<file path="config.mk">
export PLATFORM = sky130hd
export DESIGN_NAME = lma_top
export DESIGN_NICKNAME = d
export VERILOG_FILES = /design/src/core/lma_pkg.sv /design/src/core/lma_top.sv /design/src/core/lma_sync.sv
export SDC_FILE = /design/constraint.sdc
export NUM_CORES = 1
export LEC_CHECK = 0
export BUFFER_PORTS_ARGS = -buffer_cell sky130_fd_sc_hd__clkbuf_2
export CAP_MARGIN = 20
export CORE_MARGIN = 8
export CORE_UTILIZATION = 45
export CTS_CLUSTER_SIZE = 16
export DETAILED_ROUTE_END_ITERATION = 8
export HOLD_SLACK_MARGIN = 0.05
export PLACE_DENSITY = 0.65
export SYNTH_ARGS = -nofsm -noshare
export SYNTH_HDL_FRONTEND = slang
export SYNTH_SLANG_ARGS = --single-unit
</file>
<file path="constraint.sdc">
create_clock -name ref_clk -period 2.3 [get_ports ref_clk]
set_input_delay 0.575 -clock ref_clk [delete_from_list [all_inputs] [get_ports ref_clk]]
set_output_delay 0.575 -clock ref_clk [all_outputs]
set_load 0.01 [all_outputs]
</file>
<file path="src/core/lma_pkg.sv">
// Purpose: shared constants and types for the led matrix attribute access block
// Assumes: 100 MHz ref_clk standing in for the refresh clock
// Notes:   all decode values and counts live here
package lma_pkg;
  // ----------------------------------------------------------------
  // decode of the upper address lines while attribute space is selected
  // ----------------------------------------------------------------
  localparam logic [1:0] SPACE_GLYPH_INDEX = 2'h0;
  localparam logic [1:0] SPACE_GLYPH_ROW   = 2'h1;
  localparam logic [1:0] SPACE_CONTROL     = 2'h2;
  localparam logic [1:0] SPACE_OTHER       = 2'h3;
  // ----------------------------------------------------------------
  // control word fields, reset values and sizes
  // ----------------------------------------------------------------
  localparam int          CTRL_BRIGHT_LSB  = 0;
  localparam int          CTRL_BRIGHT_MSB  = 2;
  localparam int          CTRL_FLASH_BIT   = 3;
  localparam logic [7:0]  CTRL_RESET       = 8'h00;
  localparam logic [7:0]  FLASH_RESET      = 8'h00;
  localparam logic [3:0]  GLYPH_IDX_RESET  = 4'h0;
  localparam int          GLYPH_IDX_W      = 4;
  localparam int          GLYPH_DOTS_W     = 5;
  localparam int          GLYPH_ROWS       = 7;
  localparam int          GLYPH_COUNT      = 16;
  localparam int          CHAR_COUNT       = 8;
  // ----------------------------------------------------------------
  // timing
  // ----------------------------------------------------------------
  localparam int          FLASH_DIVIDE     = 28672;
  localparam int          FLASH_HALF       = FLASH_DIVIDE / 2;
  localparam int          PWM_STEPS        = 8;
  // ----------------------------------------------------------------
  // carriers
  // ----------------------------------------------------------------
  typedef struct packed {
    logic       select_n;
    logic       read_n;
    logic       write_n;
    logic       attr_space;
    logic [4:0] addr;
    logic [7:0] wdata;
  } lma_bus_s;
endpackage

</file>
<file path="src/core/lma_top.sv">
// Purpose: host port for flash attributes, custom glyph memory and control word
// Assumes: host pins asynchronous; ref_clk is the refresh clock
// Notes:   a write is taken once per select-low period, on its falling strobe
`timescale 1ns/1ps
// Notes on behaviour
// - one flash bit per character position
// - attribute select picks space; ignore upper address
// - low three address bits pick flash bit
// - data bit zero sets or clears flash
// - flash enable bit flashes marked characters
// - flash period is clock divided by 28672
// - flash disabled means attribute memory ignored
// - upper lines 00 reach glyph index register
// - glyph index takes data bits three to zero
// - upper lines 01 reach glyph rows, row select
// - control word eight bits, written whole
// - control word fields act independently
// - brightness code 000 full, 111 blank
// - row write stores five dots, bits four-zero
// - select and strobe low make an access
module lma_top (
  // clock and reset
  input  wire logic        ref_clk,
  input  wire logic        resetn,
  // host pins
  input  wire logic        select_n,
  input  wire logic        read_n,
  input  wire logic        write_n,
  input  wire logic        attribute_space_select,
  input  wire logic [4:0]  addr,
  input  wire logic [7:0]  data_in,
  output logic      [7:0]  data_out,
  output logic             data_oe,
  // display side
  output logic      [7:0]  char_visible,
  output logic             led_enable,
  output logic      [3:0]  custom_glyph_index,
  output logic      [7:0]  display_control_word
);
  // ----------------------------------------------------------------
  // pin synchronisation
  // ----------------------------------------------------------------
  lma_pkg::lma_bus_s bus_raw;
  lma_pkg::lma_bus_s bus;
  lma_pkg::lma_bus_s bus_idle;

  assign bus_raw = '{select_n: select_n, read_n: read_n, write_n: write_n,
                     attr_space: attribute_space_select, addr: addr, wdata: data_in};
  assign bus_idle = '{select_n: 1'b1, read_n: 1'b1, write_n: 1'b1,
                      attr_space: 1'b0, addr: 5'h00, wdata: 8'h00};

  lma_sync #(.W($bits(lma_pkg::lma_bus_s))) u_sync (
    .ref_clk (ref_clk),
    .resetn  (resetn),
    .d_in    (bus_raw),
    .rst_val (bus_idle),
    .q_out   (bus)
  );

  // ----------------------------------------------------------------
  // access decode
  // ----------------------------------------------------------------
  logic       wr_active;
  logic       rd_active;
  logic       wr_done_reg;
  logic       wr_done_next;
  logic       wr_fire;
  logic [1:0] space;
  logic [2:0] low_addr;

  assign wr_active = !bus.select_n && !bus.write_n && bus.read_n;
  assign rd_active = !bus.select_n && !bus.read_n && bus.write_n;
  // one write per select-low period; the host must lift select in between
  assign wr_fire   = wr_active && !wr_done_reg;
  assign space     = bus.addr[4:3];
  assign low_addr  = bus.addr[2:0];

  always_comb begin
    wr_done_next = wr_done_reg;
    if (bus.select_n) begin
      wr_done_next = 1'b0;
    end else if (wr_active) begin
      wr_done_next = 1'b1;
    end
  end

  // ----------------------------------------------------------------
  // storage
  // ----------------------------------------------------------------
  logic [7:0] flash_reg;
  logic [7:0] flash_next;
  logic [3:0] glyph_idx_reg;
  logic [3:0] glyph_idx_next;
  logic [7:0] ctrl_reg;
  logic [7:0] ctrl_next;
  logic [lma_pkg::GLYPH_DOTS_W-1:0] glyph_mem [lma_pkg::GLYPH_COUNT][lma_pkg::GLYPH_ROWS];
  logic       row_wr;
  logic [4:0] row_rdata;

  always_comb begin
    flash_next     = flash_reg;
    glyph_idx_next = glyph_idx_reg;
    ctrl_next      = ctrl_reg;
    row_wr         = 1'b0;
    if (wr_fire) begin
      if (!bus.attr_space) begin
        flash_next[low_addr] = bus.wdata[0];
      end else begin
        unique case (space)
          lma_pkg::SPACE_GLYPH_INDEX: glyph_idx_next = bus.wdata[3:0];
          lma_pkg::SPACE_GLYPH_ROW:   row_wr = (low_addr != 3'h7);
          lma_pkg::SPACE_CONTROL:     ctrl_next = bus.wdata;
          lma_pkg::SPACE_OTHER:       ctrl_next = ctrl_reg;
        endcase
      end
    end
  end

  // glyph rows have no reset: contents survive like the ram they model
  always_ff @(posedge ref_clk) begin
    if (row_wr) begin
      glyph_mem[glyph_idx_reg][low_addr] <= bus.wdata[4:0];
    end
  end

  assign row_rdata = (low_addr == 3'h7) ? 5'h00 : glyph_mem[glyph_idx_reg][low_addr];

  // ----------------------------------------------------------------
  // read path
  // ----------------------------------------------------------------
  logic [7:0] rdata_next;
  logic [7:0] rdata_reg;
  logic       oe_next;
  logic       oe_reg;

  always_comb begin
    rdata_next = 8'h00;
    oe_next    = rd_active;
    if (!bus.attr_space) begin
      rdata_next = {7'h00, flash_reg[low_addr]};
    end else begin
      unique case (space)
        lma_pkg::SPACE_GLYPH_INDEX: rdata_next = {4'h0, glyph_idx_reg};
        lma_pkg::SPACE_GLYPH_ROW:   rdata_next = {3'h0, row_rdata};
        lma_pkg::SPACE_CONTROL:     rdata_next = ctrl_reg;
        lma_pkg::SPACE_OTHER:       rdata_next = 8'h00;
      endcase
    end
  end

  // ----------------------------------------------------------------
  // flash timebase and brightness modulation
  // ----------------------------------------------------------------
  logic [14:0] flash_cnt_reg;
  logic [14:0] flash_cnt_next;
  logic        flash_phase_reg;
  logic        flash_phase_next;
  logic [2:0]  pwm_reg;
  logic [2:0]  pwm_next;
  logic [7:0]  vis_next;
  logic [7:0]  vis_reg;
  logic        led_next;
  logic        led_reg;
  logic [2:0]  bright;

  assign bright = ctrl_reg[lma_pkg::CTRL_BRIGHT_MSB:lma_pkg::CTRL_BRIGHT_LSB];

  always_comb begin
    flash_cnt_next   = flash_cnt_reg + 15'h0001;
    flash_phase_next = flash_phase_reg;
    // toggle every half period gives a full period of 28672 clocks
    if (flash_cnt_reg == 15'(lma_pkg::FLASH_HALF - 1)) begin
      flash_cnt_next   = 15'h0000;
      flash_phase_next = !flash_phase_reg;
    end
    pwm_next = pwm_reg + 3'h1;
    // on for (7 - code) of 8 slots, code 000 forced on in all 8: 000 full, 111 dark
    led_next = (pwm_reg < (3'h7 - bright)) || (bright == 3'h0);
    if (ctrl_reg[lma_pkg::CTRL_FLASH_BIT]) begin
      vis_next = ~(flash_reg & {8{flash_phase_reg}});
    end else begin
      vis_next = 8'hFF;
    end
  end

  // ----------------------------------------------------------------
  // registers
  // ----------------------------------------------------------------
  always_ff @(posedge ref_clk or negedge resetn) begin
    if (!resetn) begin
      wr_done_reg     <= 1'b0;
      flash_reg       <= lma_pkg::FLASH_RESET;
      glyph_idx_reg   <= lma_pkg::GLYPH_IDX_RESET;
      ctrl_reg        <= lma_pkg::CTRL_RESET;
      rdata_reg       <= 8'h00;
      oe_reg          <= 1'b0;
      flash_cnt_reg   <= 15'h0000;
      flash_phase_reg <= 1'b0;
      pwm_reg         <= 3'h0;
      vis_reg         <= 8'hFF;
      led_reg         <= 1'b0;
    end else begin
      wr_done_reg     <= wr_done_next;
      flash_reg       <= flash_next;
      glyph_idx_reg   <= glyph_idx_next;
      ctrl_reg        <= ctrl_next;
      rdata_reg       <= rdata_next;
      oe_reg          <= oe_next;
      flash_cnt_reg   <= flash_cnt_next;
      flash_phase_reg <= flash_phase_next;
      pwm_reg         <= pwm_next;
      vis_reg         <= vis_next;
      led_reg         <= led_next;
    end
  end

  assign data_out             = rdata_reg;
  assign data_oe              = oe_reg;
  assign char_visible         = vis_reg;
  assign led_enable           = led_reg;
  assign custom_glyph_index   = glyph_idx_reg;
  assign display_control_word = ctrl_reg;
endmodule

</file>
<file path="src/core/lma_sync.sv">
// Purpose: three-stage synchroniser with agreement filter for pin inputs
// Assumes: input is asynchronous to ref_clk
// Notes:   output only changes once stages two and three agree
`timescale 1ns/1ps
module lma_sync #(
  parameter int W = 1
) (
  // clock and reset
  input  wire logic         ref_clk,
  input  wire logic         resetn,
  // data
  input  wire logic [W-1:0] d_in,
  input  wire logic [W-1:0] rst_val,
  output logic      [W-1:0] q_out
);
  logic [W-1:0] s1_reg;
  logic [W-1:0] s2_reg;
  logic [W-1:0] s3_reg;
  logic [W-1:0] q_reg;
  logic [W-1:0] q_next;
  // stages and output reset to zero, not to the idle level; from the first clock on the output stays on rst_val
  // until all three stages hold real pin samples; otherwise zeros would leak out
  logic [1:0]   fill_reg;
  logic [1:0]   fill_next;

  always_comb begin
    fill_next = fill_reg;
    if (fill_reg != 2'h3) begin
      fill_next = fill_reg + 2'h1;
    end
  end

  genvar i;
  generate
    for (i = 0; i < W; i++) begin : g_bit
      always_comb begin
        q_next[i] = (s2_reg[i] == s3_reg[i]) ? s2_reg[i] : q_reg[i];
        if (fill_reg != 2'h3) begin
          q_next[i] = rst_val[i];
        end
      end
    end
  endgenerate

  always_ff @(posedge ref_clk or negedge resetn) begin
    if (!resetn) begin
      s1_reg   <= '0;
      s2_reg   <= '0;
      s3_reg   <= '0;
      q_reg    <= '0;
      fill_reg <= 2'h0;
    end else begin
      s1_reg   <= d_in;
      s2_reg   <= s1_reg;
      s3_reg   <= s2_reg;
      q_reg    <= q_next;
      fill_reg <= fill_next;
    end
  end

  assign q_out = q_reg;
endmodule

</file>
Word level (Yosys, flattened, before mapping)
Memories as Yosys holds them, arrays and structs flattened.
Index checks and enable logic that the tools add are counted.
{ "word_totals": {"reg_bits": 128, "mem_bits_rw": 560, "in_bits": 19, "output_inout_bits": 30, "word_cells": 162, "n_memories": 1} }
{ "memory_table": {"columns": ["name", "words", "width", "rd", "rd_clocked_by_memory_dff", "wr", "line", "rtl"], "rows": [
  ["glyph_mem", 16, 35, 1, 0, 1, "lma_top.sv:96", "logic [lma_pkg::GLYPH_DOTS_W-1:0] glyph_mem [lma_pkg::GLYPH_COUNT][lma_pkg::GLYPH_ROWS];"]
]} }
{ "op_classes": {"n_addsub": 4, "magnitude_cmp": 5, "eq_ne": 24, "muxes": 56, "n_bitwise": 4, "reduce_logical": 36} }
{ "ops": {"columns": ["cell", "n"], "rows": [
  ["$mux W1", 42],
  ["$reduce_bool A2 Y1", 18],
  ["$mux W35", 1],
  ["$pmux W8 S4", 1],
  ["$mux W5", 4],
  ["$eq A1 B1 Y1", 17],
  ["$mux W8", 2],
  ["$add A15 B1 Y15 const B", 1],
  ["$bmux W5 S3", 1],
  ["$demux W5 S3", 1],
  ["$eq A15 B14 Y1 const B", 1],
  ["$mux W15", 1],
  ["$and A8 B8 Y8", 1],
  ["$bwmux W8", 1],
  ["$not A8 Y8", 1],
  ["$logic_and A1 B1 Y1", 7],
  ["$reduce_and A3 Y1", 2],
  ["$logic_not A1 Y1", 5],
  ["$eq A2 B2 Y1 const B", 2],
  ["$ge A4 B4 Y1 const B", 1],
  ["$lt A3 B4 Y1 const B", 1],
  ["$lt A4 B1 Y1 const B", 1],
  ["$not A3 Y4", 1],
  ["$add A3 B1 Y3 const B", 1],
  ["15 further kinds", 15]
]} }

Longest topological paths before layout
Gate-level depths: netlist of run 1.
{ "logic_depth": {"ltp_word": 7, "depth_mapped": 12, "depth_no_buf": 7} }

Cells and area by module
Synthesis of run 1 repeated with hierarchy kept, for this count alone.
{ "hier_totals": {"cells_unflattened": 1501, "hier_area_um2": 27383.8} }
{ "modules_own_cells": {"columns": ["module", "n_inst", "cells_per_inst", "area_per_inst_um2", "seq_area_each_um2"], "rows": [
  ["lma_top", 1, 1316, 24624.9, 18277.5],
  ["lma_sync", 1, 185, 2758.9, 1751.7]
]} }

Least setup slack after synthesis of run 1
OpenSTA, ideal clock, no wires.
{ "synth_path": {"path_kind": "flip-flop to flip-flop", "start": "register glyph_idx_reg[0] (netlist: custom_glyph_index[0])", "end": "memory glyph_mem[13][5] (netlist name), enable pin", "setup_time_ns": 0.339, "arrival_ns": 2.155, "required_ns": 1.961, "slack_ns": -0.195, "path_stages_with_launch": 10, "n_path_buf": 6, "period_less_slack_ns": 2.495, "cell_sequence": "dfrtp_1 > buf_6 > buf_12 > buf_6 > buf_4 > buf_4 > buf_2 > nor2b_1 > nand2_1 > nor2_1"} }
{ "synth_rtl": {"columns": ["element", "line", "rtl"], "rows": [
  ["start, declared", "lma_top.sv:92", "logic [3:0] glyph_idx_reg;"],
  ["start signal, assigned", "lma_top.sv:193", "glyph_idx_reg <= lma_pkg::GLYPH_IDX_RESET;"],
  ["start signal, assigned", "lma_top.sv:205", "glyph_idx_reg <= glyph_idx_next;"],
  ["end, declared", "lma_top.sv:96", null]
]} }
No word-level cell before the write port.

Final worst setup path of run 1
{ "layout_path": {"start": "register glyph_idx_reg[0] (netlist: custom_glyph_index[0])", "end": "register rdata_reg[4] (netlist: data_out[4])"} }
{ "layout_via": {"elab_chain_len": 7} }
{ "layout_lines": {"columns": ["element", "line", "rtl"], "rows": [
  ["$mem_v2 Z16 W35", null, null],
  ["$bmux W5 S3", "lma_top.sv:126", "assign row_rdata = (low_addr == 3'h7) ? 5'h00 : glyph_mem[glyph_idx_reg][low_addr];"],
  ["$mux W5 (implied by the code) (2 in a row)", "lma_top.sv:126", null],
  ["$mux W5", "lma_top.sv:126", null],
  ["$pmux W8 S4", "lma_top.sv:142", "unique case (space)"],
  ["$mux W8", "lma_top.sv:139", "if (!bus.attr_space) begin"],
  ["named net rdata_next[4]", "lma_top.sv:131", "logic [7:0] rdata_next;"],
  ["end signal, assigned", "lma_top.sv:207", "rdata_reg <= rdata_next;"],
  ["end, declared", "lma_top.sv:132", "logic [7:0] rdata_reg;"]
]} }
The timed path passes the listed nets, and every way through them passes these cells. The select of a mux whose other input is x is not followed.
A chain may end at the register's enable or synchronous reset.

==> results.cfg, run 1 <==
[outcome]
outcome = finished with violations
violations = negative setup slack

[placement]
portBuffers = 48
place.gp.congestion = 0.8700
hpwl_mm = 42.18
place_ws_ns = -0.1431
dp_cells = 2376

[grt]
overflow = 0
track_usage = 0.1947
grt_pass1_vias = 14890
grt_pass1_wl_mm = 97.55
antenna_found_initial = 0
grt_max_degree = 68

[yosys]
syn_area_um2 = 26590
yosys.cell_types.count = 58
synth-main-ff-cell = edfxtp_1
yosysWarnings = 0
synth_edf_count = 560
ys_ff_latch = 688
ys_top_cells_by_count = edfxtp_1, nor2_1, mux4_2
synth_area_per_cell_um2 = 18.51
async_reset_ff_frac = 0.1860
synthTopCellsByArea = edfxtp_1, dfrtp_1, mux4_2
syn_inst = 1436
yosysSeqAreaShare = 0.7534
synthesis.nets = 1460
synthMostInstantiatedCell = edfxtp_1
synth_top_area_cell = edfxtp_1
synth_top_area_frac = 0.6325

[cts]
numCtsBuffers = 71
cts_tree = yes
clk_pin_slew_ns = 0.06
cts_sinks = 688
insertion_delay_ns = 0.62
cts-root-buf = clkbuf_16
clockBufferDepth = 3
cts_htree_levels = 3

[floorplan]
die_y_um = 259.1
coreArea_um2 = 58690
dieWidth_um = 259.1
start_util = 0.4530
dieArea_um2 = 67110
ios = 49
rows = 89

[cells_and_area]
area_growth_pct = 22.13
largest_reg_flops = 560
finalNetCount = 1734
drive_gt1_frac = 0.3611
seqCellArea_um2 = 20060
multi_input_area_um2 = 6689
final_cells = 2537
fillers = 4399
diodes = 0
top_register = glyph_mem

[worst_setup_path]
cp_max_fo = 8
r2r_setup_slack_ns = -0.12
timing.rr.start = custom_glyph_index[0]
arrival_ns = 2.89
critPathKind = flip-flop to flip-flop
ff2ff_path_depth = 8
crit_path_end_kind = flip-flop
r2r-end = data_out[4]
cp.required_ns = 2.77
worstSetupStartpointType = flip-flop

[job]
max_cap_viol_count = 0

[route]
route.detailed.drc = 0
vias = 14480
wire_per_inst_um = 25.59
drtAntennaViolNets = 0
drt-vias-per-instance = 5.708
firstDrtPassIters = 5
drt-initial-drc-count = 1434
routed_wl_mm = 64.92

[timing]
finalMaxSlewViolations = 0
whs_ns = 0.08664
slew_headroom = 0.4835
fin_ws_ns = -0.1210
final-hold-violation-count = 0
period_needed_ns = 2.421
fin_crit_sh = 1.053
rsz0062_at_grt = yes
setup_viol = 6
max_freq_ghz = 0.4130
fin_tns_setup_ns = -0.3476
skew_ns = 0.03105
tightest_slew_ns = 0.7748

[min_path]
min_from = addr[1]
min_path_type = input pin to flip-flop
min_to = u_sync.s1_reg[9]
holdPathStages = 1

[power_and_ir_drop]
power_mw = 33.44
pwr-share-seq = 0.432
combPwrFrac = 0.241
power.leakage_nw = 11.02
p_clk_frac = 0.327
switchingPower_mw = 9.409
powerDensity_nw_per_um2 = 1030
peakVddDrop_uv = 799.5
switching_share = 0.2813
intPower_mw = 24.03
[cell families after synthesis]
kind of cell,Yosys count,synth area share
muxes,211,0.1383
buffers and inverters,78,0.01563
xor gates and xnor gates,15,0.004941
adders and majority gates,5,0.002353
and+or+nand+nor,307,0.05182
DFF,688,0.7534
AOI/OAI and AO/OA,132,0.03356
[what timing repair did]
action,4_1_cts,5_1_grt
hold buffers,11,0
cloned,5,0
endpoints found under the hold margin,50,0
setup buffers,13,8
gates resized for setup,60,37
setup endpoints to repair,11,354
pin swaps,14,16
[power groups by stage]
stage	Combinational (mW)	Sequential, mW	Clock (mW)
final	8.06	14.4	10.9
after global routing	8.43	14.5	11.6
after CTS	7.89	14.4	11.1
after detailed placement	7.04	14.7	0
after global placement	6.99	14.7	0
after floorplan	4.18	14.6	0
[area by class of cell]
| cell class | count | area share |
|---|---|---|
| timing repair buffer | 273 | 0.07807 |
| sequential | 688 | 0.6178 |
| tap | 773 | 0.02979 |
| inverter | 6 | 0.0006936 |
| clock inverter | 35 | 0.009248 |
| clock buffer | 92 | 0.05842 |
| multi-input combinational | 670 | 0.2060 |
[stage by stage]
stage	area, um2	util
global placement	29440	0.5017
global route	32470	0.5533
floorplan	26840	-
finish	32470	0.5533
CTS	32270	0.5499
detailed placement	29440	0.5017
[worst max-delay path, stage by stage, from the launching register on]
cell	delay, ns
dfrtp_4	0.48
buf_12	0.16
buf_8	0.14
mux4_2	0.49
mux2_4	0.29
a22o_1	0.21
a211o_1	0.24
a21oi_2	0.16
a31oi_1	0.10
[layer usage]
layer  global-route usage  vias to the layer above  wire length [um]
met5                    0                        -                 0
met4              0.07202                        0              1915
met3              0.03936                      113              5249
met2               0.3061                      592             31050
met1               0.2686                     7548             26710
li1                     -                     6229                 -
[placed cells by master (no fill, tap or decap), types with 39 or more instances in the layout]
cell	Yosys	final
mux2i_1	58	57
clkbuf_16	0	72
nand2_1	66	57
dfrtp_1	120	112
clkbuf_2	0	46
nor2_4	0	39
nor2_1	145	93
buf_4	12	170
edfxtp_1	560	560
mux4_2	122	122
[worst max path at each step]
stage                                from                to  slack, ns  depth (start not counted)
global placement    custom_glyph_index[0]       data_out[1]      -0.16                          7
detailed placement  custom_glyph_index[0]       data_out[0]      -0.14                          7
global route        custom_glyph_index[0]       data_out[2]      -0.17                          9
CTS                 custom_glyph_index[0]       data_out[4]      -0.13                          8
floorplan           custom_glyph_index[1]  glyph_mem[6][20]      -0.10                          8
finish              custom_glyph_index[0]       data_out[4]      -0.12                          8
Note: power is estimated with default switching activity, not from simulation.
==> inputs of run 2 (changes only) <==
--- a/config.mk
+++ b/config.mk
@@ -5,6 +5,7 @@
 export SDC_FILE = /design/constraint.sdc
 export NUM_CORES = 1
 export LEC_CHECK = 0
+export ABC_CLOCK_PERIOD_IN_PS = 2300
 export BUFFER_PORTS_ARGS = -buffer_cell sky130_fd_sc_hd__clkbuf_2
 export CAP_MARGIN = 20
 export CORE_MARGIN = 8
==> constraint.sdc (replaced) <==
create_clock -name ref_clk -period 2.3 [get_ports ref_clk]
set_input_delay 0.69 -clock ref_clk [delete_from_list [all_inputs] [get_ports ref_clk]]
set_output_delay 0.69 -clock ref_clk [all_outputs]
set_load 0.01 [all_outputs]
==> run 2 against run 1 <==
The run still ends with negative setup slack left. Count of clock-buffer cells in the layout fell by 2. Power rose by 2.1%. Highest routed layer unchanged. Sequential cell count did not move. Final cell count rose by 0.55%. Design area rose by 0.76%.
==> results.cfg, run 2 (synthesized netlist as in run 1, its figures left out) <==
[cells_and_area]
diodes = 0
mostFrequentLayoutCells = edfxtp_1, buf_4, mux4_2
final_cells = 2551
area_growth_pct = 23.06
fillers = 4401
stdcell_area_um2 = 32720
finalNetCount = 1746
top_register = glyph_mem
drive_gt1_frac = 0.3723
largest_reg_flops = 560
final_common_cell = edfxtp_1

[timing]
finalMaxSlewViolations = 0
skew_ns = 0.02366
max_freq_ghz = 0.4130
rsz0062_at_grt = yes
final-hold-violation-count = 0
fin_crit_sh = 1.053
tightest_slew_ns = 0.8760
slew_headroom = 0.4160
fin_ws_ns = -0.1211
period_needed_ns = 2.421
setup_viol = 6

[route]
wl_met3_mm = 5.167
vias = 14560
highest_layer = met4
wl_met2_mm = 31.35
drt-initial-drc-count = 1389
wl_met1_mm = 26.95
route.detailed.drc = 0
firstDrtPassIters = 7
routed_wl_mm = 65.21
drtAntennaViolNets = 0
drt-vias-per-instance = 5.708
wire_per_inst_um = 25.56

[placement]
hpwl_mm = 42.61
portBuffers = 48
place_ws_ns = -0.2920
place.gp.congestion = 0.8588
placed_area_um2 = 29540
dp_cells = 2378

[power_and_ir_drop]
intPower_mw = 24.68
switchingPower_mw = 9.454
peakVddDrop_uv = 702.0
switching_share = 0.2770
pwr-share-seq = 0.421
p_clk_frac = 0.334
powerDensity_nw_per_um2 = 1043
combPwrFrac = 0.245
power_mw = 34.13
power.leakage_nw = 11.19

[floorplan]
rows = 89
ios = 49
dieWidth_um = 259.1
dieArea_um2 = 67110
start_util = 0.4530
die_y_um = 259.1
coreArea_um2 = 58690

[worst_setup_path]
r2r_setup_slack_ns = -0.12
ff2ff_path_depth = 8
timing.rr.start = custom_glyph_index[0]
arrival_ns = 2.90
crit_path_end_kind = flip-flop
critPathKind = flip-flop to flip-flop
cp_max_fo = 8
worstSetupStartpointType = flip-flop
r2r-end = data_out[4]
cp.required_ns = 2.78

[grt]
antenna_found_initial = 0
grt_max_degree = 77
grt_pass1_vias = 14780
grt_pass1_wl_mm = 97.17
overflow = 0
track_usage = 0.1949

[outcome]
violations = negative setup slack
outcome = finished with violations

[min_path]
min_path_type = input pin to flip-flop
min_from = select_n
holdPathStages = 1
min_to = u_sync.s1_reg[16]

[cts]
clk_pin_slew_ns = 0.06
insertion_delay_ns = 0.61
numCtsBuffers = 71
cts_tree = yes
clockBufferDepth = 3
cts-root-buf = clkbuf_16
cts_htree_levels = 3
cts_sinks = 688

[job]
max_cap_viol_count = 0
run 2: cell count changes in the layout (fill, tap and decap cells not counted), sizes merged, moves of 4 or more:
cell,change
inv,-4
buf,+24
dlygate4sd3,-10
clkinv,+4
bufinv,+4
run 2: metal layers:
layer  track usage  vias to the layer above
li1              -                     6266
met1        0.2686                     7557
met2        0.3091                      636
met3       0.03907                      102
met4       0.06733                        0
met5             0                        -
run 2: worst max-delay path by stage:
stage,end,start,cells after the start,slack (ns)
6_report,data_out[4],custom_glyph_index[0],8,-0.12
5_1_grt,data_out[0],custom_glyph_index[0],9,-0.14
4_1_cts,custom_glyph_index[0],custom_glyph_index[0],4,-0.11
3_5_place_dp,data_out[0],custom_glyph_index[0],7,-0.29
3_3_place_gp,data_out[0],custom_glyph_index[0],7,-0.32
2_1_floorplan,glyph_mem[6][20],custom_glyph_index[1],8,-0.10
run 2: timing repair:
| item | in CTS | in global routing |
|---|---|---|
| cloned | 1 | 0 |
| buffers inserted | 23 | 23 |
| hold endpoints to repair | 34 | 0 |
| setup endpoints to repair | 118 | 342 |
| pin swaps | 14 | 24 |
| gates resized for setup | 62 | 45 |
| hold buffers | 1 | 0 |
run 2: final cells by class:
class / count / area, um2 / area share
inverters: 6 / 22.52 / 0.0006884
flip-flops and latches: 688 / 20060 / 0.6131
clock inverters: 39 / 385.4 / 0.01178
well taps: 773 / 967.2 / 0.02956
multi-input cells: 670 / 6756 / 0.2065
repair buffers: 285 / 2604 / 0.07959
clock buffers: 90 / 1922 / 0.05874
run 2: critical path: stages (launching register included):
cell     delay, ns
dfrtp_4       0.51
buf_12        0.16
buf_12        0.15
buf_4         0.14
buf_12        0.13
mux4_2        0.42
mux4_2        0.55
a21oi_2       0.14
a31oi_1       0.08
run 2: stage by stage:
| step | utilization | TNS [ns] | hold slack (ns) |
|---|---|---|---|
| 2_1_floorplan | - | -28.09 | 0.3312 |
| 3_3_place_gp | 0.5034 | -4.827 | 0.3325 |
| 3_5_place_dp | 0.5034 | -5.351 | 0.3347 |
| 4_1_cts | 0.5514 | -0.8499 | 0.1536 |
| 5_1_grt | 0.5575 | -1.011 | 0.1644 |
| 6_report | 0.5575 | -0.4706 | 0.1864 |
run 2: power groups by stage:
| stage | Clock [mW] | Combinational, mW | Sequential, mW |
|---|---|---|---|
| detailed placement | 0 | 7.20 | 14.7 |
| global route | 12.0 | 8.74 | 14.4 |
| floorplan | 0 | 4.18 | 14.6 |
| CTS | 11.6 | 7.97 | 14.4 |
| finish | 11.4 | 8.36 | 14.4 |
| global placement | 0 | 7.14 | 14.7 |
